==> config.mk <==
export PLATFORM = sky130hd
export DESIGN_NAME = swrs_top
export DESIGN_NICKNAME = d
export VERILOG_FILES = /design/src/logic/swrs_pkg.sv /design/src/logic/swrs_top.sv
export VERILOG_INCLUDE_DIRS = /design/src /design/src/logic
export SDC_FILE = /design/constraint.sdc
export NUM_CORES = 1
export LEC_CHECK = 0
export BUFFER_PORTS_ARGS = -buffer_cell sky130_fd_sc_hd__clkbuf_2
export CAP_MARGIN = 20
export CORE_UTILIZATION = 50
export CTS_BUF_LIST = sky130_fd_sc_hd__clkbuf_4
export CTS_CLUSTER_DIAMETER = 60
export DETAILED_ROUTE_END_ITERATION = 10
export MAX_ROUTING_LAYER = met4
export PLACE_DENSITY = 0.75
export SYNTH_ARGS = -nofsm -noshare
export SYNTH_HDL_FRONTEND = slang
export SYNTH_SLANG_ARGS = --single-unit
==> constraint.sdc <==
create_clock -name clock -period 3.9 [get_ports clock]
set_input_delay 0.585 -clock clock [delete_from_list [all_inputs] [get_ports clock]]
set_output_delay 0.585 -clock clock [all_outputs]
set_load 0.02 [all_outputs]
==> src/logic/swrs_map.svh <==
// offsets, field positions, reset values and timing counts of the sleep/wake reset status block
//
// Functional notes
// RULE1 - watchdog wake clears all four flags
// RULE2 - running watchdog reset keeps powerdown, clears others
// RULE3 - reset pin wake: timeout one, rest zero
// RULE4 - power-up sets powerdown; halt clears it
// RULE5 - running pin reset clears wake flags only
// RULE6 - pin wake: pin flag, timeout set
// RULE7 - comparator wake: comparator flag, timeout set
// RULE8 - flags hold until reset; pin pulse alone inert
// RULE9 - halt only on opcode with nibble 0011
// RULE10 - halt entry: clear watchdog, timeout set, powerdown clear
// RULE11 - pins hold drive state while halted
// RULE12 - watchdog reset never pulls reset pin low
// RULE13 - four wake events cause full reset
// RULE14 - compare pins 0,1,3 with last port latch
// RULE15 - stale pin mismatch wakes immediately on halt
// RULE16 - comparator flag only on change while halted
// RULE17 - watchdog cleared on leaving halt
// RULE18 - watchdog kick clears counter and prescaler
// RULE19 - watchdog runs on its own tick while halted
// RULE20 - watchdog kick sets timeout and powerdown flags
`ifndef SWRS_MAP_SVH
`define SWRS_MAP_SVH
// register byte offsets
`define SWRS_STATUS_OFS 8'h00
`define SWRS_CTRL_OFS 8'h04
`define SWRS_CMD_OFS 8'h08
`define SWRS_PIN_OFS 8'h0C
// status field positions (flag positions match the processor status byte)
`define SWRS_PD_BIT 3
`define SWRS_TO_BIT 4
`define SWRS_PWF_BIT 5
`define SWRS_CWF_BIT 6
`define SWRS_HALT_BIT 7
// control field positions
`define SWRS_WDT_EN_BIT 0
`define SWRS_PWAKE_EN_BIT 1
`define SWRS_CWAKE_EN_BIT 2
`define SWRS_PRE_SHIFT 4
// command register: low 12 bits are an executed opcode
`define SWRS_OP_SLEEP 12'h003
`define SWRS_OP_KICK 12'h004
`define SWRS_OP_NIB 4'h3
// reset values
`define SWRS_CTRL_RST 32'h0000_0001
// timing: nominal watchdog period and a device reset pulse
`define SWRS_WDT_MS 18
`define SWRS_CLK_MHZ 50
`define SWRS_RST_PULSE_CYC 4
`endif

==> src/logic/swrs_pkg.sv <==
// types of the sleep/wake reset status block
package swrs_pkg;
   typedef enum logic [2:0] {
      SWRS_RUN = 3'b001,
      SWRS_HALT = 3'b010,
      SWRS_RESET = 3'b100
   } swrs_state_t;
   typedef enum logic [2:0] {
      SWRS_C_NONE = 3'h0,
      SWRS_C_WDT = 3'h1,
      SWRS_C_PIN = 3'h2,
      SWRS_C_GPW = 3'h3,
      SWRS_C_CMW = 3'h4
   } swrs_cause_t;
endpackage

==> src/logic/swrs_top.sv <==
// sleep entry, wake-up and reset cause flags with axi4-lite register access
`timescale 1ns/10ps
`include "swrs_map.svh"
module swrs_top
   import swrs_pkg::*;
#(
   parameter int WDT_CYC = `SWRS_WDT_MS * 1000 * `SWRS_CLK_MHZ,
   parameter int PIO_W = 4
) (
   // clock and reset
   input wire logic clock,
   input wire logic srst,
   // axi4-lite write address and data
   input wire logic [7:0] s_axi_awaddr,
   input wire logic s_axi_awvalid,
   output logic s_axi_awready,
   input wire logic [31:0] s_axi_wdata,
   input wire logic [3:0] s_axi_wstrb,
   input wire logic s_axi_wvalid,
   output logic s_axi_wready,
   // axi4-lite write response
   output logic [1:0] s_axi_bresp,
   output logic s_axi_bvalid,
   input wire logic s_axi_bready,
   // axi4-lite read
   input wire logic [7:0] s_axi_araddr,
   input wire logic s_axi_arvalid,
   output logic s_axi_arready,
   output logic [31:0] s_axi_rdata,
   output logic [1:0] s_axi_rresp,
   output logic s_axi_rvalid,
   input wire logic s_axi_rready,
   // pins and wake sources
   input wire logic external_reset_pin_n,
   input wire logic [PIO_W-1:0] port_pin_in,
   input wire logic comparator_out,
   input wire logic watchdog_tick,
   // port drive from the core
   input wire logic [PIO_W-1:0] core_pin_out,
   input wire logic [PIO_W-1:0] core_pin_oe,
   // device side outputs
   output logic [PIO_W-1:0] port_pin_out,
   output logic [PIO_W-1:0] port_pin_oe,
   output logic core_reset,
   output logic osc_run,
   output logic external_reset_pin_oe
);
   // elaboration checks: wake pins need bit 3, the counter needs two states
   if (PIO_W < 4) begin : g_pio_chk
      $error("swrs_top: PIO_W must be at least 4");
   end
   if (WDT_CYC < 2) begin : g_wdt_chk
      $error("swrs_top: WDT_CYC must be at least 2");
   end

   localparam int WDT_W = $clog2(WDT_CYC + 1);

   swrs_state_t state_q;
   swrs_cause_t cause_q;
   logic timeout_flag_n_q, powerdown_flag_n_q, pin_wake_flag_q, comparator_wake_flag_q;
   logic [31:0] ctrl_q;
   logic [WDT_W-1:0] watchdog_counter_q;
   logic [6:0] pre_q;
   logic [2:0] latch_q;
   logic cmp_prev_q;
   logic [2:0] rst_cnt_q;
   logic pin_prev_q;
   logic [7:0] aw_addr_q;
   logic aw_have_q, w_have_q;
   logic [31:0] w_data_q;
   logic [3:0] w_strb_q;

   // write channel capture, either order
   logic wr_go;
   assign wr_go = aw_have_q && w_have_q && !s_axi_bvalid;
   always_ff @(posedge clock) begin
      if (srst) begin
         aw_have_q <= 1'b0;
         w_have_q <= 1'b0;
         aw_addr_q <= 8'h00;
         w_data_q <= 32'h0000_0000;
         w_strb_q <= 4'h0;
      end else begin
         if (s_axi_awvalid && s_axi_awready) begin
            aw_have_q <= 1'b1;
            aw_addr_q <= s_axi_awaddr;
         end else if (wr_go) begin
            aw_have_q <= 1'b0;
         end
         if (s_axi_wvalid && s_axi_wready) begin
            w_have_q <= 1'b1;
            w_data_q <= s_axi_wdata;
            w_strb_q <= s_axi_wstrb;
         end else if (wr_go) begin
            w_have_q <= 1'b0;
         end
      end
   end

   // ready flops: one item held per channel
   always_ff @(posedge clock) begin
      if (srst) begin
         s_axi_awready <= 1'b0;
         s_axi_wready <= 1'b0;
      end else begin
         s_axi_awready <= !aw_have_q && !(s_axi_awvalid && s_axi_awready);
         s_axi_wready <= !w_have_q && !(s_axi_wvalid && s_axi_wready);
      end
   end

   // write decode; unmapped writes, and command writes missing either low byte strobe, get slverr
   logic wr_ctrl, wr_cmd, wr_pin, wr_bad;
   always_comb begin
      wr_ctrl = 1'b0;
      wr_cmd = 1'b0;
      wr_pin = 1'b0;
      wr_bad = 1'b0;
      if (!wr_go) begin
         wr_bad = 1'b0;
      end else if (aw_addr_q == `SWRS_CTRL_OFS) begin
         wr_ctrl = 1'b1;
      end else if (aw_addr_q == `SWRS_CMD_OFS) begin
         wr_cmd = (w_strb_q[1:0] == 2'h3);
         wr_bad = (w_strb_q[1:0] != 2'h3);
      end else if (aw_addr_q == `SWRS_PIN_OFS) begin
         wr_pin = 1'b1;
      end else if (aw_addr_q != `SWRS_STATUS_OFS) begin
         wr_bad = 1'b1;
      end
   end

   // write response
   always_ff @(posedge clock) begin
      if (srst) begin
         s_axi_bvalid <= 1'b0;
         s_axi_bresp <= 2'h0;
      end else if (wr_go) begin
         s_axi_bvalid <= 1'b1;
         s_axi_bresp <= wr_bad ? 2'h2 : 2'h0;
      end else if (s_axi_bready) begin
         s_axi_bvalid <= 1'b0;
      end
   end

   // control register with byte enables
   always_ff @(posedge clock) begin
      if (srst) begin
         ctrl_q <= `SWRS_CTRL_RST;
      end else if (wr_ctrl) begin
         for (int i = 0; i < 4; i++) begin
            if (w_strb_q[i]) ctrl_q[i*8 +: 8] <= w_data_q[i*8 +: 8];
         end
      end
   end

   // decoded core events; commands are ignored while halted
   logic [11:0] op;
   logic do_sleep, do_kick, port_touch;
   assign op = w_data_q[11:0];
   assign do_sleep = wr_cmd && state_q == SWRS_RUN && op == `SWRS_OP_SLEEP
      && op[3:0] == `SWRS_OP_NIB; // see RULE9
   assign do_kick = wr_cmd && state_q == SWRS_RUN && op == `SWRS_OP_KICK;
   assign port_touch = wr_pin && state_q == SWRS_RUN;

   // watchdog on its own tick, with a 2^n prescaler
   logic wdt_en, pre_hit, wdt_expire;
   logic [2:0] pre_sel;
   assign wdt_en = ctrl_q[`SWRS_WDT_EN_BIT];
   assign pre_sel = ctrl_q[`SWRS_PRE_SHIFT +: 3];
   assign pre_hit = (pre_sel == 3'h0) || (pre_q == 7'((1 << pre_sel) - 1));
   assign wdt_expire = wdt_en && watchdog_tick && pre_hit
      && watchdog_counter_q == WDT_W'(WDT_CYC - 1);
   always_ff @(posedge clock) begin
      if (srst || state_q == SWRS_RESET || do_kick || do_sleep) begin
         watchdog_counter_q <= '0; // see RULE10, RULE17, RULE18
         pre_q <= 7'h00;
      end else if (wdt_en && watchdog_tick) begin // see RULE19
         pre_q <= pre_hit ? 7'h00 : pre_q + 7'h01;
         if (pre_hit) watchdog_counter_q <= wdt_expire ? '0 : watchdog_counter_q + 1'b1;
      end
   end

   // pin and comparator change detection
   logic [2:0] pins_now;
   logic pin_mis, cmp_chg, reset_fall;
   assign pins_now = {port_pin_in[3], port_pin_in[1], port_pin_in[0]};
   assign pin_mis = ctrl_q[`SWRS_PWAKE_EN_BIT] && pins_now != latch_q; // see RULE14, RULE15
   assign cmp_chg = ctrl_q[`SWRS_CWAKE_EN_BIT] && comparator_out != cmp_prev_q; // see RULE16
   assign reset_fall = pin_prev_q && !external_reset_pin_n;
   always_ff @(posedge clock) begin
      if (srst) begin
         latch_q <= 3'h0;
         cmp_prev_q <= 1'b0;
         pin_prev_q <= 1'b1;
      end else begin
         pin_prev_q <= external_reset_pin_n;
         // latch only refreshes on port access, so a stale mismatch survives
         if (port_touch) latch_q <= pins_now;
         if (state_q != SWRS_HALT) cmp_prev_q <= comparator_out;
      end
   end

   // state machine: run, halt, reset pulse
   always_ff @(posedge clock) begin
      if (srst) begin
         state_q <= SWRS_RESET;
         cause_q <= SWRS_C_NONE;
         rst_cnt_q <= 3'h0;
      end else begin
         case (state_q)
            SWRS_RUN: begin
               rst_cnt_q <= 3'h0;
               if (wdt_expire) begin
                  state_q <= SWRS_RESET;
                  cause_q <= SWRS_C_WDT;
               end else if (reset_fall) begin
                  state_q <= SWRS_RESET;
                  cause_q <= SWRS_C_PIN;
               end else if (do_sleep) begin
                  state_q <= SWRS_HALT;
               end
            end
            SWRS_HALT: begin
               rst_cnt_q <= 3'h0;
               // any of the wake events ends halt via reset; see RULE13
               if (reset_fall || wdt_expire || pin_mis || cmp_chg) begin
                  state_q <= SWRS_RESET;
                  cause_q <= SWRS_C_NONE;
               end
            end
            SWRS_RESET: begin
               cause_q <= SWRS_C_NONE;
               if (rst_cnt_q == 3'(`SWRS_RST_PULSE_CYC - 1)) begin
                  state_q <= SWRS_RUN;
               end else begin
                  rst_cnt_q <= rst_cnt_q + 3'h1;
               end
            end
            default: state_q <= SWRS_RESET;
         endcase
      end
   end

   // reset cause flags; only reset events, halt and kick touch them
   logic halted;
   assign halted = state_q == SWRS_HALT;
   always_ff @(posedge clock) begin
      if (srst) begin
         timeout_flag_n_q <= 1'b1; // see RULE4
         powerdown_flag_n_q <= 1'b1;
         pin_wake_flag_q <= 1'b0;
         comparator_wake_flag_q <= 1'b0;
      end else if (halted && reset_fall) begin
         timeout_flag_n_q <= 1'b1; // see RULE3
         powerdown_flag_n_q <= 1'b0;
         pin_wake_flag_q <= 1'b0;
         comparator_wake_flag_q <= 1'b0;
      end else if (halted && wdt_expire) begin
         timeout_flag_n_q <= 1'b0; // see RULE1
         powerdown_flag_n_q <= 1'b0;
         pin_wake_flag_q <= 1'b0;
         comparator_wake_flag_q <= 1'b0;
      end else if (halted && (pin_mis || cmp_chg)) begin
         timeout_flag_n_q <= 1'b1; // see RULE6, RULE7
         powerdown_flag_n_q <= 1'b0;
         pin_wake_flag_q <= pin_mis;
         comparator_wake_flag_q <= !pin_mis;
      end else if (state_q == SWRS_RUN && wdt_expire) begin
         timeout_flag_n_q <= 1'b0; // see RULE2
         pin_wake_flag_q <= 1'b0;
         comparator_wake_flag_q <= 1'b0;
      end else if (state_q == SWRS_RUN && reset_fall) begin
         pin_wake_flag_q <= 1'b0; // see RULE5
         comparator_wake_flag_q <= 1'b0;
      end else if (do_sleep) begin
         timeout_flag_n_q <= 1'b1; // see RULE10
         powerdown_flag_n_q <= 1'b0; // see RULE4
      end else if (do_kick) begin
         timeout_flag_n_q <= 1'b1; // see RULE20
         powerdown_flag_n_q <= 1'b1;
      end
      // otherwise all four hold their value; see RULE8
   end

   // device outputs
   always_ff @(posedge clock) begin
      if (srst) begin
         core_reset <= 1'b1;
         osc_run <= 1'b1;
         external_reset_pin_oe <= 1'b0;
         port_pin_out <= '0;
         port_pin_oe <= '0;
      end else begin
         core_reset <= state_q == SWRS_RESET;
         osc_run <= !(halted || do_sleep); // see RULE10
         external_reset_pin_oe <= 1'b0; // see RULE12
         // frozen drive while halted; see RULE11
         if (!(halted || do_sleep)) begin
            port_pin_out <= core_pin_out;
            port_pin_oe <= core_pin_oe;
         end
      end
   end

   // read channel
   logic [31:0] status_word;
   always_comb begin
      status_word = 32'h0000_0000;
      status_word[`SWRS_PD_BIT] = powerdown_flag_n_q;
      status_word[`SWRS_TO_BIT] = timeout_flag_n_q;
      status_word[`SWRS_PWF_BIT] = pin_wake_flag_q;
      status_word[`SWRS_CWF_BIT] = comparator_wake_flag_q;
      status_word[`SWRS_HALT_BIT] = halted;
   end
   always_ff @(posedge clock) begin
      if (srst) begin
         s_axi_arready <= 1'b0;
         s_axi_rvalid <= 1'b0;
         s_axi_rdata <= 32'h0000_0000;
         s_axi_rresp <= 2'h0;
      end else if (s_axi_rvalid) begin
         s_axi_arready <= 1'b0;
         if (s_axi_rready) s_axi_rvalid <= 1'b0;
      end else if (s_axi_arvalid && s_axi_arready) begin
         s_axi_arready <= 1'b0;
         s_axi_rvalid <= 1'b1;
         s_axi_rresp <= 2'h0;
         if (s_axi_araddr == `SWRS_STATUS_OFS) begin
            s_axi_rdata <= status_word;
         end else if (s_axi_araddr == `SWRS_CTRL_OFS) begin
            s_axi_rdata <= ctrl_q;
         end else if (s_axi_araddr == `SWRS_CMD_OFS) begin
            s_axi_rdata <= 32'h0000_0000;
         end else if (s_axi_araddr == `SWRS_PIN_OFS) begin
            s_axi_rdata <= {29'h0, latch_q};
         end else begin
            s_axi_rdata <= 32'h0000_0000;
            s_axi_rresp <= 2'h2;
         end
      end else begin
         s_axi_arready <= 1'b1;
      end
   end
endmodule // swrs_top

==> out/results.txt, run 1 <==
Status = finished, final reports clean
Synth top area share = 0.500
Clock buffer depth = 2
Number of synthesized flops with an enable pin = 0
Height of the die = 118 um
WL final = 15,100 um
Worst path arrival time = 3.26 ns
Critical Path RT = 4.31 ns
Critical path startpoint category = flop
F_max = 0.351 GHz
H-tree Lvls = 4
Max-cap violations = 0
Final setup violation count = 0
Vias in the first global route = 5,173
Layout cells sized above 1 = 0.180
Worst-path clk slew = 0.16 ns
Initial antenna violation count = 1
Cells after Synth = 805
TNS Setup = 0 ns
Dpl hpwl = 10,500 um
Post-Syn Area = 6770 um^2
Hold_buf cts = 0
First-pass GRT wire length = 25,100 um
CTS Root Cell = clkbuf_4
# rows = 42
Minimum clock period = 2.85 ns
CTS tree = built
CP top delay family = simple AND/OR/NAND/NOR gates
Slowest stage cell on the critical path = or4_1
Slew @ Worst Pin = 0.911 ns
Final hold violations = 0
Total congestion overflow = 0
Avg Cell Area, Syn = 8.41 um^2
Slew Limit Fails = 0
Skew final = 0.0253 ns
DRT iter0 DRCs = 472
# clock sinks = 169
Crit Path Category = reg2reg
Max incr delay on CP = 0.69 ns
Worst R2R Path Depth = 6
End of the critical path = watchdog_counter_q[19]
Routability cong. = 0.885
Placed insts = 1,064
Per-cell routed wire length = 13.8 um
Slew headroom = 0.393
RSZ-0062 raised after global routing = false
Clk_lat worst skew = 0.56 ns
Unique masters post-synth = 56
Final antenna-violating net count = 0
Worst min path class = in2reg
PwrDens = 403 nW/um^2
Synth Register Bits = 169
List of most frequent post-synthesis cells = dfxtp_1 (169), nand2_1 (167), a21oi_1 (97), nor2_1 (87), clkbuf_1 (34)
Effective utilization at floorplan = 0.511
Synth area leaders = dfxtp_1 (50%), nand2_1 (9.3%), a21oi_1 (7.2%), nor2_1 (4.8%), a22oi_1 (3.3%)
Vias = 5,833
Crit-path cells = mux2_2 -> o32ai_2 -> nand3_1 -> or4_1 -> nand2_1 -> a21oi_1
Vias/cell = 5.32
Crit path depth = 6
Area leader, netlist = dfxtp_1
P&R area growth vs syn = 14.5%
Worst path bufs/invs = 0
YS warnings = 0
Crit-path max FO = 19
Lkg Pwr = 3.04 nW
Die Wd = 118 um
IO Port Bufs = 121
Resize count post-CTS = 0
Register area share after synthesis = 0.500
Final Net Count = 985
Ports = 126
CP endpoint kind = flop
Largest net degree at the start of global routing = 93
Tot GR Track Use = 0.228
Core Area = 13,200 um^2
Crit. Startpoint = pre_q[1]
Drt pass-1 iters = 7
R2R setup slack = 1.05 ns
TritonCTS Buffers = 17
Primary FF master, synth = dfxtp_1
Post-CTS Setup Bufs = 0
Period utilization = 0.731
R2R Path Start = pre_q[1]
Most numerous cell in the Yosys netlist = dfxtp_1
Residual DRC = 0
Die area = 14,000 um^2
Max IR drop VDD = 262 uV
FF-to-FF End = watchdog_counter_q[19]
Ys async rst share = 0
Fin cells = 1,097
## cell families after synthesis
kind of cell | synth area share
XOR/XNOR | 0.0259
multiplexers | 0.0394
other | 0.000554
buffers and inverters | 0.0335
adder cells (fa/ha/maj) | 0.00888
flip-flops | 0.500
AND/OR/NAND/NOR | 0.249
AO/OA/AOI/OAI | 0.143
## how the worst min path moves through the flow
stage | from | to | slack, ns | cells past startpoint
floorplan | ctrl_q[12] | ctrl_q[12] | 0.43 | 2
global placement | ctrl_q[29] | ctrl_q[29] | 0.44 | 2
detailed placement | ctrl_q[29] | ctrl_q[29] | 0.44 | 2
CTS | s_axi_wdata[19] | w_data_q[19] | 0.18 | 3
global route | s_axi_wdata[19] | w_data_q[19] | 0.19 | 3
finish | s_axi_wdata[19] | w_data_q[19] | 0.22 | 3
## tightest hold or removal path, delay by kind of cell
family	cells	cell delay (ns)
AO/OA/AOI/OAI	1	0.05
buffers and inverters	1	0.08
AND/OR/NAND/NOR	1	0.04
## metrics by stage
stage          power (W)  utilization  area, um^2  hold WS, ns  worst slack (ns)
6_report         0.00313        0.585        7750        0.218              1.05
4_1_cts          0.00316        0.585        7750        0.182              1.01
3_3_place_gp     0.00209        0.562        7440        0.437             0.979
2_1_floorplan    0.00201            -        6770        0.432              1.40
5_1_grt          0.00325        0.585        7750        0.188             0.796
3_5_place_dp     0.00210        0.562        7440        0.444             0.926
## area by class of cell
class	count	area, um^2
multi-input combinational	585	3160
clock inverter	15	175
antenna	1	2.50
sequential	169	3380
clock buffer	17	128
inverter	8	30.0
timing repair buffer	126	646
tap	176	220
fill	1260	5490
## power by group
group | internal (W) | switching (W)
Combinational | 0.0000964 | 0.000153
Sequential | 0.00178 | 0.0000328
Clock | 0.000408 | 0.000659
Total | 0.00228 | 0.000845
## layer usage
metal | global-route usage | vias to the layer above | share of wire
met1 | 0.301 | 2645 | 0.49
met2 | 0.346 | 180 | 0.44
li1 | - | 2990 | -
met4 | 0.0753 | 0 | 0.016
met3 | 0.0502 | 18 | 0.053
met5 | - | - | 0
## state kept, by name, summed over array words and instances, names as in the netlist, 3 cells and up
signal	cells
s_axi_rdata	32
pre_q	7
latch_q	3
rst_cnt_q	3
w_data_q	32
port_pin_oe	4
aw_addr_q	8
port_pin_out	4
w_strb_q	4
watchdog_counter_q	20
state_q	3
ctrl_q	32
## cell usage in the layout, fill, tap and decap left out, types with 5 or more instances in the layout
cell,instances
a21oi_1,97
nor2_1,87
nand2_1,167
inv_6,6
a22oi_1,30
nand3_1,19
nor3_1,8
or4_1,7
nand4_1,11
clkbuf_2,120
mux2_2,5
xnor2_1,10
dfxtp_1,169
nand2b_1,7
nor4_1,13
clkbuf_4,17
and3_1,9
xor2_1,10
nor2b_1,10
o21ai_0,14
mux2i_1,21
and2_1,7
inv_1,8
buf_4,6
(Power assumes the default switching activity.)
==> run 2, diff against run 1 <==
Settings changed: PLACE_DENSITY 0.75 to 0.78.
Clock period 3.9 ns to 2.5 ns, I/O delays scaled along.
==> run 2 against run 1 <==
  * Final area increased by 9.2%
  * Clock skew down 0.00083 ns
  * Clock power is 62% higher
  * Critical path type unchanged
  * Register-to-register slack worse by 0.94 ns
  * Cell count rose by 6.3%
==> out/results.txt, run 2 (synthesis gave the netlist of run 1 again) <==
Min-delay src = s_axi_bready
DP Worst Slack = 0.0389 ns
CP top delay family = simple AND/OR/NAND/NOR gates
Layout cells sized above 1 = 0.196
Crit. Startpoint = pre_q[1]
Crit-path cells = mux2_2 -> o32ai_2 -> nand3_1 -> or4_4 -> or4_1 -> a21oi_1
WL final = 16,600 um
Lkg Pwr = 3.36 nW
Effective utilization at floorplan = 0.511
RSZ-0062 raised after global routing = false
H-tree Lvls = 4
Drt pass-1 iters = 5
Crit Path Category = reg2reg
Vias = 6,256
Die Wd = 118 um
CTS Root Cell = clkbuf_4
Period utilization = 0.957
Worst R2R Path Depth = 6
Ports = 126
Hold path cells = 3
Largest net degree at the start of global routing = 63
Critical Path RT = 3.02 ns
First-pass GRT wire length = 27,100 um
F_max = 0.418 GHz
Final Net Count = 1,054
# clock sinks = 169
IO Port Bufs = 121
Crit path depth = 6
Final antenna-violating net count = 0
Worst path arrival time = 2.91 ns
# rows = 42
Max-cap violations = 0
Height of the die = 118 um
P&R area growth vs syn = 25.0%
Worst path bufs/invs = 0
Die area = 14,000 um^2
# fillers = 1,144
Critical path startpoint category = flop
Worst min path class = in2reg
Final setup margin = 0.108 ns
Max IR drop VDD = 405 uV
Final setup violation count = 0
Per-cell routed wire length = 14.2 um
R2R Path Start = pre_q[1]
Slowest stage cell on the critical path = or4_4
Clock buffer depth = 2
Vias in the first global route = 5,646
Worst-path clk slew = 0.15 ns
DRT iter0 DRCs = 488
Tot GR Track Use = 0.251
Skew final = 0.0244 ns
Routability cong. = 0.909
Slew Limit Fails = 0
Final hold violations = 0
TNS Setup = 0 ns
Residual DRC = 0
Final Util = 0.639
Clk_lat worst skew = 0.58 ns
Vias/cell = 5.37
Total congestion overflow = 0
Max incr delay on CP = 0.57 ns
CP endpoint kind = flop
CTS tree = built
Initial antenna violation count = 1
Crit-path max FO = 5
Commonest cells after routing, fill and taps aside = nand2_1 (167), dfxtp_1 (167), clkbuf_2 (120)
Dpl hpwl = 11,000 um
Status = finished, final reports clean
PwrDens = 593 nW/um^2
Core Area = 13,200 um^2
Biggest regs = ctrl_q: 32 flops, s_axi_rdata: 32 flops, w_data_q: 32 flops
TritonCTS Buffers = 17
Minimum clock period = 2.39 ns
[run 2: tightest hold or removal path, cell delays in order]
cell	delay, ns
clkbuf_2	0.07
nand2b_1	0.08
a21oi_1	0.06
[run 2: worst paths after layout]
| kind | endpoint | slack (ns) |
|---|---|---|
| worst max-delay path | watchdog_counter_q[16] | 0.11 |
| worst min-delay path | s_axi_bvalid | 0.05 |
| worst max register to register | watchdog_counter_q[16] | 0.11 |
| worst min register to register | ctrl_q[29] | 0.46 |
[run 2: timing repair]
item / 4_1_cts / 5_1_grt
setup endpoints to repair: 1 / 21
hold buffers: 44 / 4
endpoints found under the hold margin: 44 / 4
setup buffers: 0 / 0
resized for setup: 1 / 5
[run 2: stage by stage]
| step | power (W) | cells | hold WS [ns] | area (um^2) |
|---|---|---|---|---|
| 2_1_floorplan | 0.00313 | 807 | 0.432 | 6770 |
| 3_3_place_gp | 0.00327 | 1085 | 0.439 | 7630 |
| 3_5_place_dp | 0.00329 | 1085 | 0.444 | 7630 |
| 4_1_cts | 0.00505 | 1161 | 0.000817 | 8400 |
| 5_1_grt | 0.00524 | 1166 | 0.000316 | 8460 |
| 6_report | 0.00502 | 1166 | 0.0494 | 8460 |
[run 2: area by class of cell]
type,count,area (um^2),area share
tap,176,220,0.0260
multi-input combinational,585,3180,0.376
sequential,169,3390,0.400
inverter,8,30.0,0.00355
antenna,1,2.50,0.000296
clock buffer,17,128,0.0151
timing repair buffer,195,1310,0.155
clock inverter,15,200,0.0237
[run 2: routing by layer]
layer	routed length [um]	share of wire	vias up	global-route usage
met2	7780	0.47	203	0.385
met3	933	0.056	33	0.0613
met1	7480	0.45	2898	0.320
met4	393	0.024	0	0.0905
met5	0	0	-	-
li1	-	-	3122	-
[run 2: report_power, final]
group          switching (W)  internal [W]
clock                0.00107      0.000657
sequential         0.0000546       0.00277
combinational       0.000257      0.000211
total                0.00138       0.00364
